## src/rtl/mww_pkg.sv

```systemverilog
package mww_pkg;
    // timing base
    localparam int CLK_PERIOD_NS = 20;
    localparam int STEP_TIME_NS = 550_000;
    localparam int STEP_CYCLES = STEP_TIME_NS / CLK_PERIOD_NS;
    localparam int RESET_EXT_NS = 1_440_000;
    localparam int RESET_EXT_CYCLES = (RESET_EXT_NS + CLK_PERIOD_NS - 1) / CLK_PERIOD_NS;
    localparam int SELF_TEST_NS = 21_000_000;
    localparam int SELF_TEST_CYCLES = SELF_TEST_NS / CLK_PERIOD_NS;

    // widths
    localparam int ADDR_W = 8;
    localparam int DATA_W = 8;
    localparam int WIN_W = 5;
    localparam int FAIL_W = 3;

    // fail counter landmarks
    localparam logic [FAIL_W-1:0] FAIL_MIN = 3'h0;
    localparam logic [FAIL_W-1:0] FAIL_STEP = 3'h1;
    localparam logic [FAIL_W-1:0] FAIL_IN_RANGE_MAX = 3'h4;
    localparam logic [FAIL_W-1:0] FAIL_PRE_MAX = 3'h6;
    localparam logic [FAIL_W-1:0] FAIL_MAX = 3'h7;

    // register byte addresses
    localparam logic [ADDR_W-1:0] ADDR_SAFETY_CFG = 8'h00;
    localparam logic [ADDR_W-1:0] ADDR_WIN_ONE = 8'h04;
    localparam logic [ADDR_W-1:0] ADDR_WIN_TWO = 8'h08;
    localparam logic [ADDR_W-1:0] ADDR_WD_STATUS = 8'h0C;
    localparam logic [ADDR_W-1:0] ADDR_CHECK_CTRL = 8'h10;
    localparam logic [ADDR_W-1:0] ADDR_SELF_TEST = 8'h14;

    // field positions
    localparam int CFG_WATCHDOG_ENABLE_BIT_BIT = 2;
    localparam int CFG_RST_ON_FAIL_BIT = 3;
    localparam int CFG_MODE_BIT = 5;
    localparam int STAT_OOR_BIT = 0;
    localparam int STAT_TIMEOUT_BIT = 1;
    localparam int STAT_FAIL_LSB = 4;
    localparam int CHECK_DRV_EN_BIT = 0;
    localparam int SELF_TEST_BIT = 0;

    // reset values
    localparam logic [DATA_W-1:0] SAFETY_CFG_RST = 8'h0C;
    localparam logic [WIN_W-1:0] WIN_ONE_RST = 5'h0F;
    localparam logic [WIN_W-1:0] WIN_TWO_RST = 5'h1F;
    localparam logic [DATA_W-1:0] RDATA_ZERO = 8'h00;

    typedef enum logic {MWW_MODE_PIN, MWW_MODE_QA} mww_mode_t;

    typedef enum logic [1:0] {ST_HOLD, ST_CLOSE, ST_OPEN, ST_SUSPEND} mww_state_t;

    typedef struct packed {
        logic [ADDR_W-1:0] addr;
        logic [DATA_W-1:0] wdata;
        logic wr;
        logic rd;
    } mww_bus_t;
endpackage : mww_pkg

```

## src/rtl/mww_pin_sync.sv

```systemverilog
`timescale 1ns/1ps
module mww_pin_sync
(
    // clock and reset
    input logic clk_sys,
    input logic nrst,
    // pin
    input logic pinIn,
    // event
    output logic trigPulse
);
    import mww_pkg::*;

    logic [1:0] sync_q;
    logic level_q;
    logic armed_q;
    logic trig_q;
    wire rise = sync_q[1] & ~level_q;
    wire fall = ~sync_q[1] & level_q;

    always_ff @(posedge clk_sys or negedge nrst)
    begin
        if (!nrst)
        begin
            sync_q <= 2'h0;
            level_q <= 1'b0;
            armed_q <= 1'b0;
            trig_q <= 1'b0;
        end
        else
        begin
            sync_q <= {sync_q[0], pinIn};
            level_q <= sync_q[1];
            // a trigger is a rising edge and then a falling edge
            armed_q <= rise | (armed_q & ~fall);
            trig_q <= fall & armed_q;
        end
    end

    assign trigPulse = trig_q;
endmodule : mww_pin_sync

```

## src/rtl/mww_window_timer.sv

```systemverilog
`timescale 1ns/1ps
module mww_window_timer #(
    parameter int STEP_CYC = mww_pkg::STEP_CYCLES,
    parameter int WIN_W = mww_pkg::WIN_W
)
(
    // clock and reset
    input logic clk_sys,
    input logic nrst,
    // control
    input logic start,
    input logic stop,
    input logic [WIN_W-1:0] steps,
    // status
    output logic expire
);
    import mww_pkg::*;

    localparam int PRE_W = $clog2(STEP_CYC);
    localparam logic [PRE_W-1:0] PRE_LAST = PRE_W'(STEP_CYC - 1);
    localparam logic [PRE_W-1:0] PRE_ZERO = PRE_W'(0);
    localparam logic [WIN_W-1:0] STEP_ZERO = WIN_W'(0);
    localparam logic [WIN_W-1:0] STEP_ONE = WIN_W'(1);

    logic [PRE_W-1:0] pre_q;
    logic [WIN_W-1:0] step_q;
    logic run_q;
    wire stepTick = run_q & (pre_q == PRE_LAST);

    // a window lasts (steps + 1) time steps of STEP_CYC cycles
    assign expire = stepTick & (step_q == STEP_ZERO);

    always_ff @(posedge clk_sys or negedge nrst)
    begin
        if (!nrst)
        begin
            pre_q <= PRE_ZERO;
            step_q <= STEP_ZERO;
            run_q <= 1'b0;
        end
        else if (start)
        begin
            pre_q <= PRE_ZERO;
            step_q <= steps;
            run_q <= 1'b1;
        end
        else if (stop || expire)
        begin
            pre_q <= PRE_ZERO;
            run_q <= 1'b0;
        end
        else if (run_q)
        begin
            // step base derived from the system clock
            pre_q <= stepTick ? PRE_ZERO : pre_q + PRE_W'(1);
            if (stepTick)
            begin
                step_q <= step_q - STEP_ONE;
            end
        end
    end
endmodule : mww_window_timer

```

## src/rtl/mww_watchdog.sv

```systemverilog
`timescale 1ns/1ps
module mww_watchdog #(
    parameter int STEP_CYC = mww_pkg::STEP_CYCLES,
    parameter int RESET_EXT_CYC = mww_pkg::RESET_EXT_CYCLES,
    parameter int SELF_TEST_CYC = mww_pkg::SELF_TEST_CYCLES
)
(
    // clock and reset
    input logic clk_sys,
    input logic nrst,
    // register port
    input mww_pkg::mww_bus_t busReq,
    output logic [mww_pkg::DATA_W-1:0] busRdata_q,
    // microcontroller pins
    input logic mcuErrorTriggerIn,
    output logic mcuResetOutN_q,
    // power stage
    output logic powerStageEnableOut_q
);
    import mww_pkg::*;

    localparam int HOLD_MAX = (SELF_TEST_CYC > RESET_EXT_CYC) ? SELF_TEST_CYC : RESET_EXT_CYC;
    localparam int HOLD_W = $clog2(HOLD_MAX);
    localparam logic [HOLD_W-1:0] HOLD_ZERO = HOLD_W'(0);
    localparam logic [HOLD_W-1:0] HOLD_ONE = HOLD_W'(1);
    localparam logic [HOLD_W-1:0] HOLD_RST_LAST = HOLD_W'(RESET_EXT_CYC - 1);
    localparam logic [HOLD_W-1:0] HOLD_TEST_LAST = HOLD_W'(SELF_TEST_CYC - 1);

    // registers
    logic [DATA_W-1:0] cfg_q;
    logic [WIN_W-1:0] winOne_q;
    logic [WIN_W-1:0] winTwo_q;
    logic drvEn_q;
    logic timeout_q;
    logic timeout_d;
    logic [FAIL_W-1:0] fail_q;
    logic [FAIL_W-1:0] fail_d;
    mww_state_t state_q;
    mww_state_t state_d;
    logic [HOLD_W-1:0] hold_q;
    logic [WIN_W-1:0] closeLat_q;
    logic [WIN_W-1:0] openLat_q;
    logic sawTrig_q;
    logic [DATA_W-1:0] rdata_d;

    // address decode
    wire hitCfg = busReq.addr == ADDR_SAFETY_CFG;
    wire hitWinOne = busReq.addr == ADDR_WIN_ONE;
    wire hitWinTwo = busReq.addr == ADDR_WIN_TWO;
    wire hitStatus = busReq.addr == ADDR_WD_STATUS;
    wire hitCheck = busReq.addr == ADDR_CHECK_CTRL;
    wire hitSelfTest = busReq.addr == ADDR_SELF_TEST;
    wire wrCfg = busReq.wr & hitCfg;
    wire wrWinOne = busReq.wr & hitWinOne;
    wire wrWinTwo = busReq.wr & hitWinTwo;
    wire wrStatus = busReq.wr & hitStatus;
    wire wrCheck = busReq.wr & hitCheck;
    wire wrSelfTest = busReq.wr & hitSelfTest;

    // configuration fields, range status and write strobes
    wire wdEn = cfg_q[CFG_WATCHDOG_ENABLE_BIT_BIT];
    wire rstOnFail = cfg_q[CFG_RST_ON_FAIL_BIT];
    wire pinMode = mww_mode_t'(cfg_q[CFG_MODE_BIT]) == MWW_MODE_PIN;
    wire outOfRange = fail_q > FAIL_IN_RANGE_MAX;
    wire toClear = wrStatus & busReq.wdata[STAT_TIMEOUT_BIT];
    wire stStart = wrSelfTest & busReq.wdata[SELF_TEST_BIT];

    // trigger input
    logic trigPulse;
    mww_pin_sync u_pin_sync
    (
        .clk_sys(clk_sys),
        .nrst(nrst),
        .pinIn(mcuErrorTriggerIn),
        .trigPulse(trigPulse)
    );

    // serial answer checking is not built: only pin mode produces events
    wire trigUse = trigPulse & pinMode;
    wire inClose = state_q == ST_CLOSE;
    wire inOpen = state_q == ST_OPEN;
    wire inHold = state_q == ST_HOLD;
    wire inSuspend = state_q == ST_SUSPEND;

    // window timer
    logic winExpire;
    wire startClose = (state_d == ST_CLOSE) & (~inClose | (inOpen & trigUse));
    wire startOpen = (state_d == ST_OPEN) & ~inOpen;
    wire winStop = (state_d == ST_HOLD) | (state_d == ST_SUSPEND);
    wire winStart = startClose | startOpen;
    wire [WIN_W-1:0] winSteps = startOpen ? openLat_q : closeLat_q;

    mww_window_timer #(
        .STEP_CYC(STEP_CYC),
        .WIN_W(WIN_W)
    ) u_window_timer
    (
        .clk_sys(clk_sys),
        .nrst(nrst),
        .start(winStart),
        .stop(winStop),
        .steps(winSteps),
        .expire(winExpire)
    );

    // events; self-test and reset hold see none
    wire badEv = inClose & trigUse;
    wire goodEv = inOpen & trigUse;
    wire toEv = inOpen & winExpire & ~trigUse & ~sawTrig_q & pinMode;
    wire failUp = badEv | toEv;
    wire failDn = goodEv;
    wire rstFail = failUp & (fail_q == FAIL_PRE_MAX) & rstOnFail;
    wire holdLast = inHold ? (hold_q == HOLD_RST_LAST) : (hold_q == HOLD_TEST_LAST);

    // fail counter with saturation, independent of the enable bit
    always_comb
    begin
        fail_d = fail_q;
        if (failUp && !failDn && fail_q != FAIL_MAX)
        begin
            fail_d = fail_q + FAIL_STEP;
        end
        else if (failDn && !failUp && fail_q != FAIL_MIN)
        begin
            fail_d = fail_q - FAIL_STEP;
        end
    end

    // time-out flag: a set in the clearing cycle wins
    assign timeout_d = toEv | (timeout_q & ~toClear);

    // window sequencer
    always_comb
    begin
        state_d = state_q;
        case (state_q)
            ST_HOLD:
            begin
                if (holdLast)
                begin
                    state_d = ST_CLOSE;
                end
            end
            ST_CLOSE:
            begin
                if (winExpire)
                begin
                    state_d = ST_OPEN;
                end
            end
            ST_OPEN:
            begin
                // trigger or expiry, whichever first, restarts a close window
                if (trigUse || winExpire)
                begin
                    state_d = ST_CLOSE;
                end
            end
            ST_SUSPEND:
            begin
                if (holdLast)
                begin
                    state_d = ST_CLOSE;
                end
            end
            default:
            begin
                state_d = ST_HOLD;
            end
        endcase
        if (rstFail)
        begin
            state_d = ST_HOLD;
        end
        else if (stStart && !inHold)
        begin
            state_d = ST_SUSPEND;
        end
    end

    // read mux
    always_comb
    begin
        rdata_d = RDATA_ZERO;
        if (hitCfg)
        begin
            rdata_d = cfg_q;
        end
        else if (hitWinOne)
        begin
            rdata_d = {{(DATA_W - WIN_W){1'b0}}, winOne_q};
        end
        else if (hitWinTwo)
        begin
            rdata_d = {{(DATA_W - WIN_W){1'b0}}, winTwo_q};
        end
        else if (hitStatus)
        begin
            rdata_d[STAT_OOR_BIT] = outOfRange;
            rdata_d[STAT_TIMEOUT_BIT] = timeout_q;
            rdata_d[STAT_FAIL_LSB +: FAIL_W] = fail_q;
        end
        else if (hitCheck)
        begin
            rdata_d[CHECK_DRV_EN_BIT] = drvEn_q;
        end
        else if (hitSelfTest)
        begin
            rdata_d[SELF_TEST_BIT] = inSuspend;
        end
    end

    // software registers
    always_ff @(posedge clk_sys or negedge nrst)
    begin
        if (!nrst)
        begin
            cfg_q <= SAFETY_CFG_RST;
            winOne_q <= WIN_ONE_RST;
            winTwo_q <= WIN_TWO_RST;
            drvEn_q <= 1'b0;
        end
        else
        begin
            if (wrCfg)
            begin
                cfg_q <= busReq.wdata;
            end
            if (wrWinOne)
            begin
                winOne_q <= busReq.wdata[WIN_W-1:0];
            end
            if (wrWinTwo)
            begin
                winTwo_q <= busReq.wdata[WIN_W-1:0];
            end
            if (wrCheck)
            begin
                drvEn_q <= busReq.wdata[CHECK_DRV_EN_BIT];
            end
        end
    end

    // watchdog state
    always_ff @(posedge clk_sys or negedge nrst)
    begin
        if (!nrst)
        begin
            state_q <= ST_HOLD;
            fail_q <= FAIL_MIN;
            timeout_q <= 1'b0;
            hold_q <= HOLD_ZERO;
            sawTrig_q <= 1'b0;
        end
        else
        begin
            state_q <= state_d;
            fail_q <= fail_d;
            timeout_q <= timeout_d;
            hold_q <= (state_d != state_q) ? HOLD_ZERO : hold_q + HOLD_ONE;
            sawTrig_q <= startClose ? 1'b0 : (sawTrig_q | badEv);
        end
    end

    // durations are latched so that updates wait for the next window
    always_ff @(posedge clk_sys or negedge nrst)
    begin
        if (!nrst)
        begin
            closeLat_q <= WIN_ONE_RST;
            openLat_q <= WIN_TWO_RST;
        end
        else
        begin
            if (inHold || inSuspend || startOpen)
            begin
                closeLat_q <= winOne_q;
            end
            if (startClose)
            begin
                openLat_q <= winTwo_q;
            end
        end
    end

    // outputs
    always_ff @(posedge clk_sys or negedge nrst)
    begin
        if (!nrst)
        begin
            busRdata_q <= RDATA_ZERO;
            mcuResetOutN_q <= 1'b0;
            powerStageEnableOut_q <= 1'b0;
        end
        else
        begin
            busRdata_q <= busReq.rd ? rdata_d : RDATA_ZERO;
            mcuResetOutN_q <= state_d != ST_HOLD;
            powerStageEnableOut_q <= drvEn_q & ~(wdEn & outOfRange);
        end
    end

    property p_good_dec;
        @(posedge clk_sys) disable iff (!nrst)
        (goodEv && fail_q != FAIL_MIN) |=> fail_q == $past(fail_q) - FAIL_STEP;
    endproperty
    a_good_dec: assert property (p_good_dec)
        else $error("good event did not lower the fail count");

    property p_bad_inc;
        @(posedge clk_sys) disable iff (!nrst)
        (badEv && fail_q != FAIL_MAX) |=> fail_q == $past(fail_q) + FAIL_STEP;
    endproperty
    a_bad_inc: assert property (p_bad_inc)
        else $error("bad event did not raise the fail count");

    property p_timeout;
        @(posedge clk_sys) disable iff (!nrst)
        (toEv && fail_q != FAIL_MAX) |=> timeout_q && fail_q == $past(fail_q) + FAIL_STEP;
    endproperty
    a_timeout: assert property (p_timeout)
        else $error("time-out did not set flag and raise count");

    property p_oor_low;
        @(posedge clk_sys) disable iff (!nrst)
        (wdEn && fail_q > FAIL_IN_RANGE_MAX) |=> !powerStageEnableOut_q;
    endproperty
    a_oor_low: assert property (p_oor_low)
        else $error("enable output high while out of range");

    property p_in_range;
        @(posedge clk_sys) disable iff (!nrst)
        (drvEn_q && fail_q <= FAIL_IN_RANGE_MAX)[*2] |=> powerStageEnableOut_q;
    endproperty
    a_in_range: assert property (p_in_range)
        else $error("enable output low while in range");

    property p_wd_off;
        @(posedge clk_sys) disable iff (!nrst)
        (!wdEn && drvEn_q && fail_q > FAIL_IN_RANGE_MAX) |=> powerStageEnableOut_q;
    endproperty
    a_wd_off: assert property (p_wd_off)
        else $error("enable output forced low with watchdog disabled");

    property p_saturate;
        @(posedge clk_sys) disable iff (!nrst)
        (fail_q == FAIL_MAX && failUp) |=> fail_q == FAIL_MAX;
    endproperty
    a_saturate: assert property (p_saturate)
        else $error("fail count wrapped above seven");

    property p_fail_reset;
        @(posedge clk_sys) disable iff (!nrst)
        rstFail |=> !mcuResetOutN_q ##1 !mcuResetOutN_q;
    endproperty
    a_fail_reset: assert property (p_fail_reset)
        else $error("reset not pulled low on reaching seven");

    property p_rise_close;
        @(posedge clk_sys) disable iff (!nrst)
        $rose(mcuResetOutN_q) |-> inClose && $past(inHold);
    endproperty
    a_rise_close: assert property (p_rise_close)
        else $error("reset release not followed by close window");

    property p_open_trig;
        @(posedge clk_sys) disable iff (!nrst)
        (inOpen && trigUse && !rstFail && !stStart) |=> inClose ##1 inClose;
    endproperty
    a_open_trig: assert property (p_open_trig)
        else $error("trigger in open window did not restart close");

    property p_suspend;
        @(posedge clk_sys) disable iff (!nrst)
        inSuspend |-> (!failUp && !failDn) ##1 $stable(fail_q);
    endproperty
    a_suspend: assert property (p_suspend)
        else $error("monitoring active during self-test");
endmodule : mww_watchdog

```

## config.mk

```make
export PLATFORM = sky130hd
export DESIGN_NAME = mww_watchdog
export DESIGN_NICKNAME = d
export VERILOG_FILES = /design/src/rtl/mww_pkg.sv /design/src/rtl/mww_pin_sync.sv /design/src/rtl/mww_window_timer.sv /design/src/rtl/mww_watchdog.sv
export SDC_FILE = /design/constraint.sdc
export NUM_CORES = 1
export LEC_CHECK = 0
export BUFFER_PORTS_ARGS = -buffer_cell sky130_fd_sc_hd__buf_2
export CAP_MARGIN = 5
export CORE_ASPECT_RATIO = 0.5
export CORE_MARGIN = 1.5
export CORE_UTILIZATION = 45
export CTS_BUF_LIST = sky130_fd_sc_hd__clkbuf_4 sky130_fd_sc_hd__clkbuf_8 sky130_fd_sc_hd__clkbuf_16
export DETAILED_ROUTE_END_ITERATION = 6
export PLACE_DENSITY_LB_ADDON = 0.12
export SETUP_SLACK_MARGIN = 0.02
export SLEW_MARGIN = 15
export SYNTH_ARGS = -nofsm -noshare
export SYNTH_HDL_FRONTEND = slang
export SYNTH_SLANG_ARGS = --single-unit
```

## constraint.sdc

```tcl
create_clock -name clk_sys -period 7.6 [get_ports clk_sys]
set_clock_uncertainty 0.1 [all_clocks]
set_input_delay 0.38 -clock clk_sys [delete_from_list [all_inputs] [get_ports clk_sys]]
set_output_delay 0.38 -clock clk_sys [all_outputs]
set_load 0.005 [all_outputs]
```

==> flow_metrics.py <==
metrics = {
    "run_status": {
        "run_status": "finished clean",
    },
    "timing": {
        "setup_ws_ns": 2.984,
        "setup_violations": 0,
        "fin_tns_setup_ns": 0,
        "finalCriticalPeriod_ns": 4.616,
        "hold_ws_ns": 0.04359,
        "max_freq_mhz": 216.6,
        "relSlewSlack_pct": 27.82,
        "worst_slew_pin_slew_ns": 1.079,
        "slew_viol_final": 0,
        "fin_crit_sh_pct": 60.74,
        "rsz0062_at_grt": "false",
        "hold_violations": 0,
    },
    "synth": {
        "ys_warn_count": 0,
        "yosys.area.top_type": "dfrtp_1",
        "syn_area_mm2": 0.004861,
        "ys_types": 63,
        "synth_top_area_share_pct": 37.58,
        "ys.flop_type": "dfrtp_1",
        "ys_seq_area_share_pct": 48.39,
        "mappedNetlistNets": 503,
        "ys_ff_latch": 93,
        "synth_edf_count": 0,
        "post_synth.cell_area_avg_um2": 10.36,
        "synthTopCellsByArea": "dfrtp_1 38%, dfstp_2 11%, mux2_2 5.6%",
        "synthArstFlopShare_pct": 100.0,
        "syn_inst": 469,
    },
    "clock_tree": {
        "cts_made_buffers": 9,
        "cts-resized-gates": 0,
        "clockRootBuffer": "clkbuf_16",
        "cts_tree": "built",
        "ctsLongestPathBuffers": 2,
        "htree_levels": 3,
        "clock_latency_ns": 0.34,
        "clkTransAtPathRegs_ns": 0.07,
        "cts.sinks": 93,
    },
    "global_route": {
        "antenna_found_initial": 0,
        "use_met3_pct": 4.311,
        "grt_busiest_layer": "met1",
        "grt_pass1_wl_um": 18250,
        "grt_util_met1_pct": 31.02,
        "gr-usage-all-layers_pct": 20.53,
        "grt_max_degree": 71,
        "grt.overflow.total": 0,
        "met2_usage_pct": 29.63,
        "grt_pass1_vias": 3423,
    },
    "setup_path": {
        "crit_path_end_kind": "flop",
        "cp_max_fo": 12,
        "arrival_ns": 4.72,
        "worstSetupPathType": "flop to flop",
        "r2r_setup_slack_ns": 2.98,
        "required_ns": 7.71,
        "worstSetupStartpointType": "flop",
    },
    "final_layout": {
        "multi_input_area_mm2": 0.002366,
        "fin_cells": 640,
        "syn2layout_area_growth_pct": 10.81,
        "regArea_mm2": 0.002352,
        "final_area_mm2": 0.005386,
        "fill_cells": 972,
        "layout-drive-gt1-share_pct": 21.40,
        "nets": 529,
        "n_antenna_cell": 0,
    },
    "place": {
        "post-place-cells": 623,
        "place_area_mm2": 0.005099,
        "dp_slack_ns": 3.014,
        "dpl.hpwl_um": 7508,
        "gp_congestion": 0.8377,
        "place.port_buffers": 30,
    },
    "power_and_ir_drop": {
        "cellLeakagePower_nw": 2.352,
        "power_density_mw_per_mm2": 179.6,
        "peakVddDrop_mv": 0.09639,
    },
    "die": {
        "fp-row-count": 26,
        "die_w_um": 150.0,
        "die_y_um": 76.49,
        "dieArea_mm2": 0.01147,
        "start_util_pct": 46.99,
        "coreArea_mm2": 0.01034,
        "ios": 31,
    },
    "route": {
        "routedWlPerCell_um": 16.43,
        "vias": 3481,
        "dr.pass1.iters": 4,
        "ant_nets": 0,
        "drc": 0,
        "routed_wl_um": 10520,
        "drt_iter0_markers": 203,
        "viasPerCell": 5.439,
    },
    "run": {
        "cap_violations": 0,
    },
    "min_path": {
        "hp-class": "input port to flop",
    },
}
## Yosys cell counts (5+ instances only)
cell / count
mux2_2: 24
nor3b_1: 5
clkbuf_1: 12
mux2i_1: 8
dfstp_2: 20
buf_6: 5
xor2_1: 19
a21oi_1: 14
ha_1: 12
o211ai_1: 5
nand2_1: 49
and3_1: 9
nand2b_1: 8
nand4_1: 9
nor2_1: 45
dfrtp_1: 73
o21ai_0: 10
nor3_1: 24
or4_1: 5
nand3_1: 21
inv_1: 10
xnor2_1: 16
## logic make-up (layout without fill, tap and decap cells)
kind of cell | count (synthesis) | in the layout | synth area share [%]
AO/OA/AOI/OAI | 55 | 55 | 7.825
XOR/XNOR | 35 | 35 | 6.306
adder cells (fa/ha/maj) | 13 | 13 | 3.501
buffers and inverters | 28 | 59 | 2.934
flip-flops | 93 | 93 | 48.39
multiplexers | 34 | 34 | 8.134
AND/OR/NAND/NOR | 211 | 211 | 22.91
## layout make-up
class,count,area share (%)
Multi-Input combinational cell,348,43.93
Clock buffer,9,4.181
Tap cell,140,3.252
Inverter,10,0.6969
Timing Repair Buffer,33,3.298
Clock inverter,7,0.9756
Sequential cell,93,43.67
## sequential cells by signal (all words and copies together), names as in the netlist, 2 cells and up
name                   count
openLat_q                  5
cfg_q                      8
u_window_timer.pre_q      15
u_window_timer.step_q      5
winTwo_q                   5
closeLat_q                 5
busRdata_q                 8
fail_q                     3
winOne_q                   5
hold_q                    21
u_pin_sync.sync_q          2
state_q                    2
## routing by layer
metal  vias to the layer above  wire length, um
met5                         -                0
met4                         0              112
met3                        11              402
met2                        48             4425
met1                      1705             5576
li1                       1717                -
## layout by cell type, fill, tap and decap left out, types with 3 or more instances in the layout
master / instances
clkbuf_16: 9
nor3b_1: 5
nor2_1: 45
ha_1: 12
a21oi_1: 14
nand4b_1: 3
o21ai_0: 10
nor3_1: 24
nand3_1: 21
a211oi_1: 4
or2_2: 4
dfrtp_1: 73
clkinvlp_4: 4
mux2i_1: 8
xnor2_1: 16
nor4b_1: 3
nor2b_1: 4
or4_1: 5
and3_1: 9
o211ai_1: 5
nand2_1: 49
buf_2: 29
or3_1: 3
nand3b_1: 3
xor2_1: 19
nand4_1: 9
nand2b_1: 8
nor4_1: 3
inv_1: 10
mux2_2: 24
buf_4: 3
dfstp_2: 20
## what timing repair did
action / CTS / global route
setup endpoints to repair: 0 / 0
hold buffers: 1 / 0
hold endpoints to repair: 21 / 0
buffers inserted: 0 / 0
## worst max-delay path, stage by stage (launching register included)
cell       delay, ns
dfrtp_1         0.45
inv_1           0.19
ha_1            0.25
nand4b_1        0.10
or4_1           0.51
a2111oi_0       0.54
or3_1           0.19
nor2_1          0.05
nor2_1          0.14
ha_1            0.18
nand2b_1        0.25
and4_1          0.39
nor4b_1         0.72
nand3_1         0.17
xor2_1          0.19
nor2_1          0.05
## worst paths after layout
path | end | cells past startpoint | startpoint
min in group asynchronous | cfg_q[7] | 2 | nrst
setup / recovery | u_window_timer.pre_q[12] | 15 | state_q[0]
setup reg to reg | u_window_timer.pre_q[12] | 15 | state_q[0]
hold / removal | u_pin_sync.sync_q[0] | 1 | mcuErrorTriggerIn
max in group asynchronous | u_pin_sync.level_q | 3 | nrst
hold reg to reg | u_pin_sync.sync_q[1] | 0 | u_pin_sync.sync_q[0]
## power by group
part / leakage (nW) / internal [W] / switching [W]
Clock: 0.124 / 0.000222 / 0.000197
Combinational: 1.06 / 0.0000136 / 0.0000216
Sequential: 1.16 / 0.000506 / 0.00000666
## per-stage QoR
stage / total power (W) / utilization, %
final: 0.0009672 / 52.07
after floorplan: 0.0005336 / -
after global placement: 0.0005571 / 49.29
after CTS: 0.0009784 / 52.07
after global routing: 0.001007 / 52.07
after detailed placement: 0.0005576 / 49.29
(Power assumes the default switching activity.)
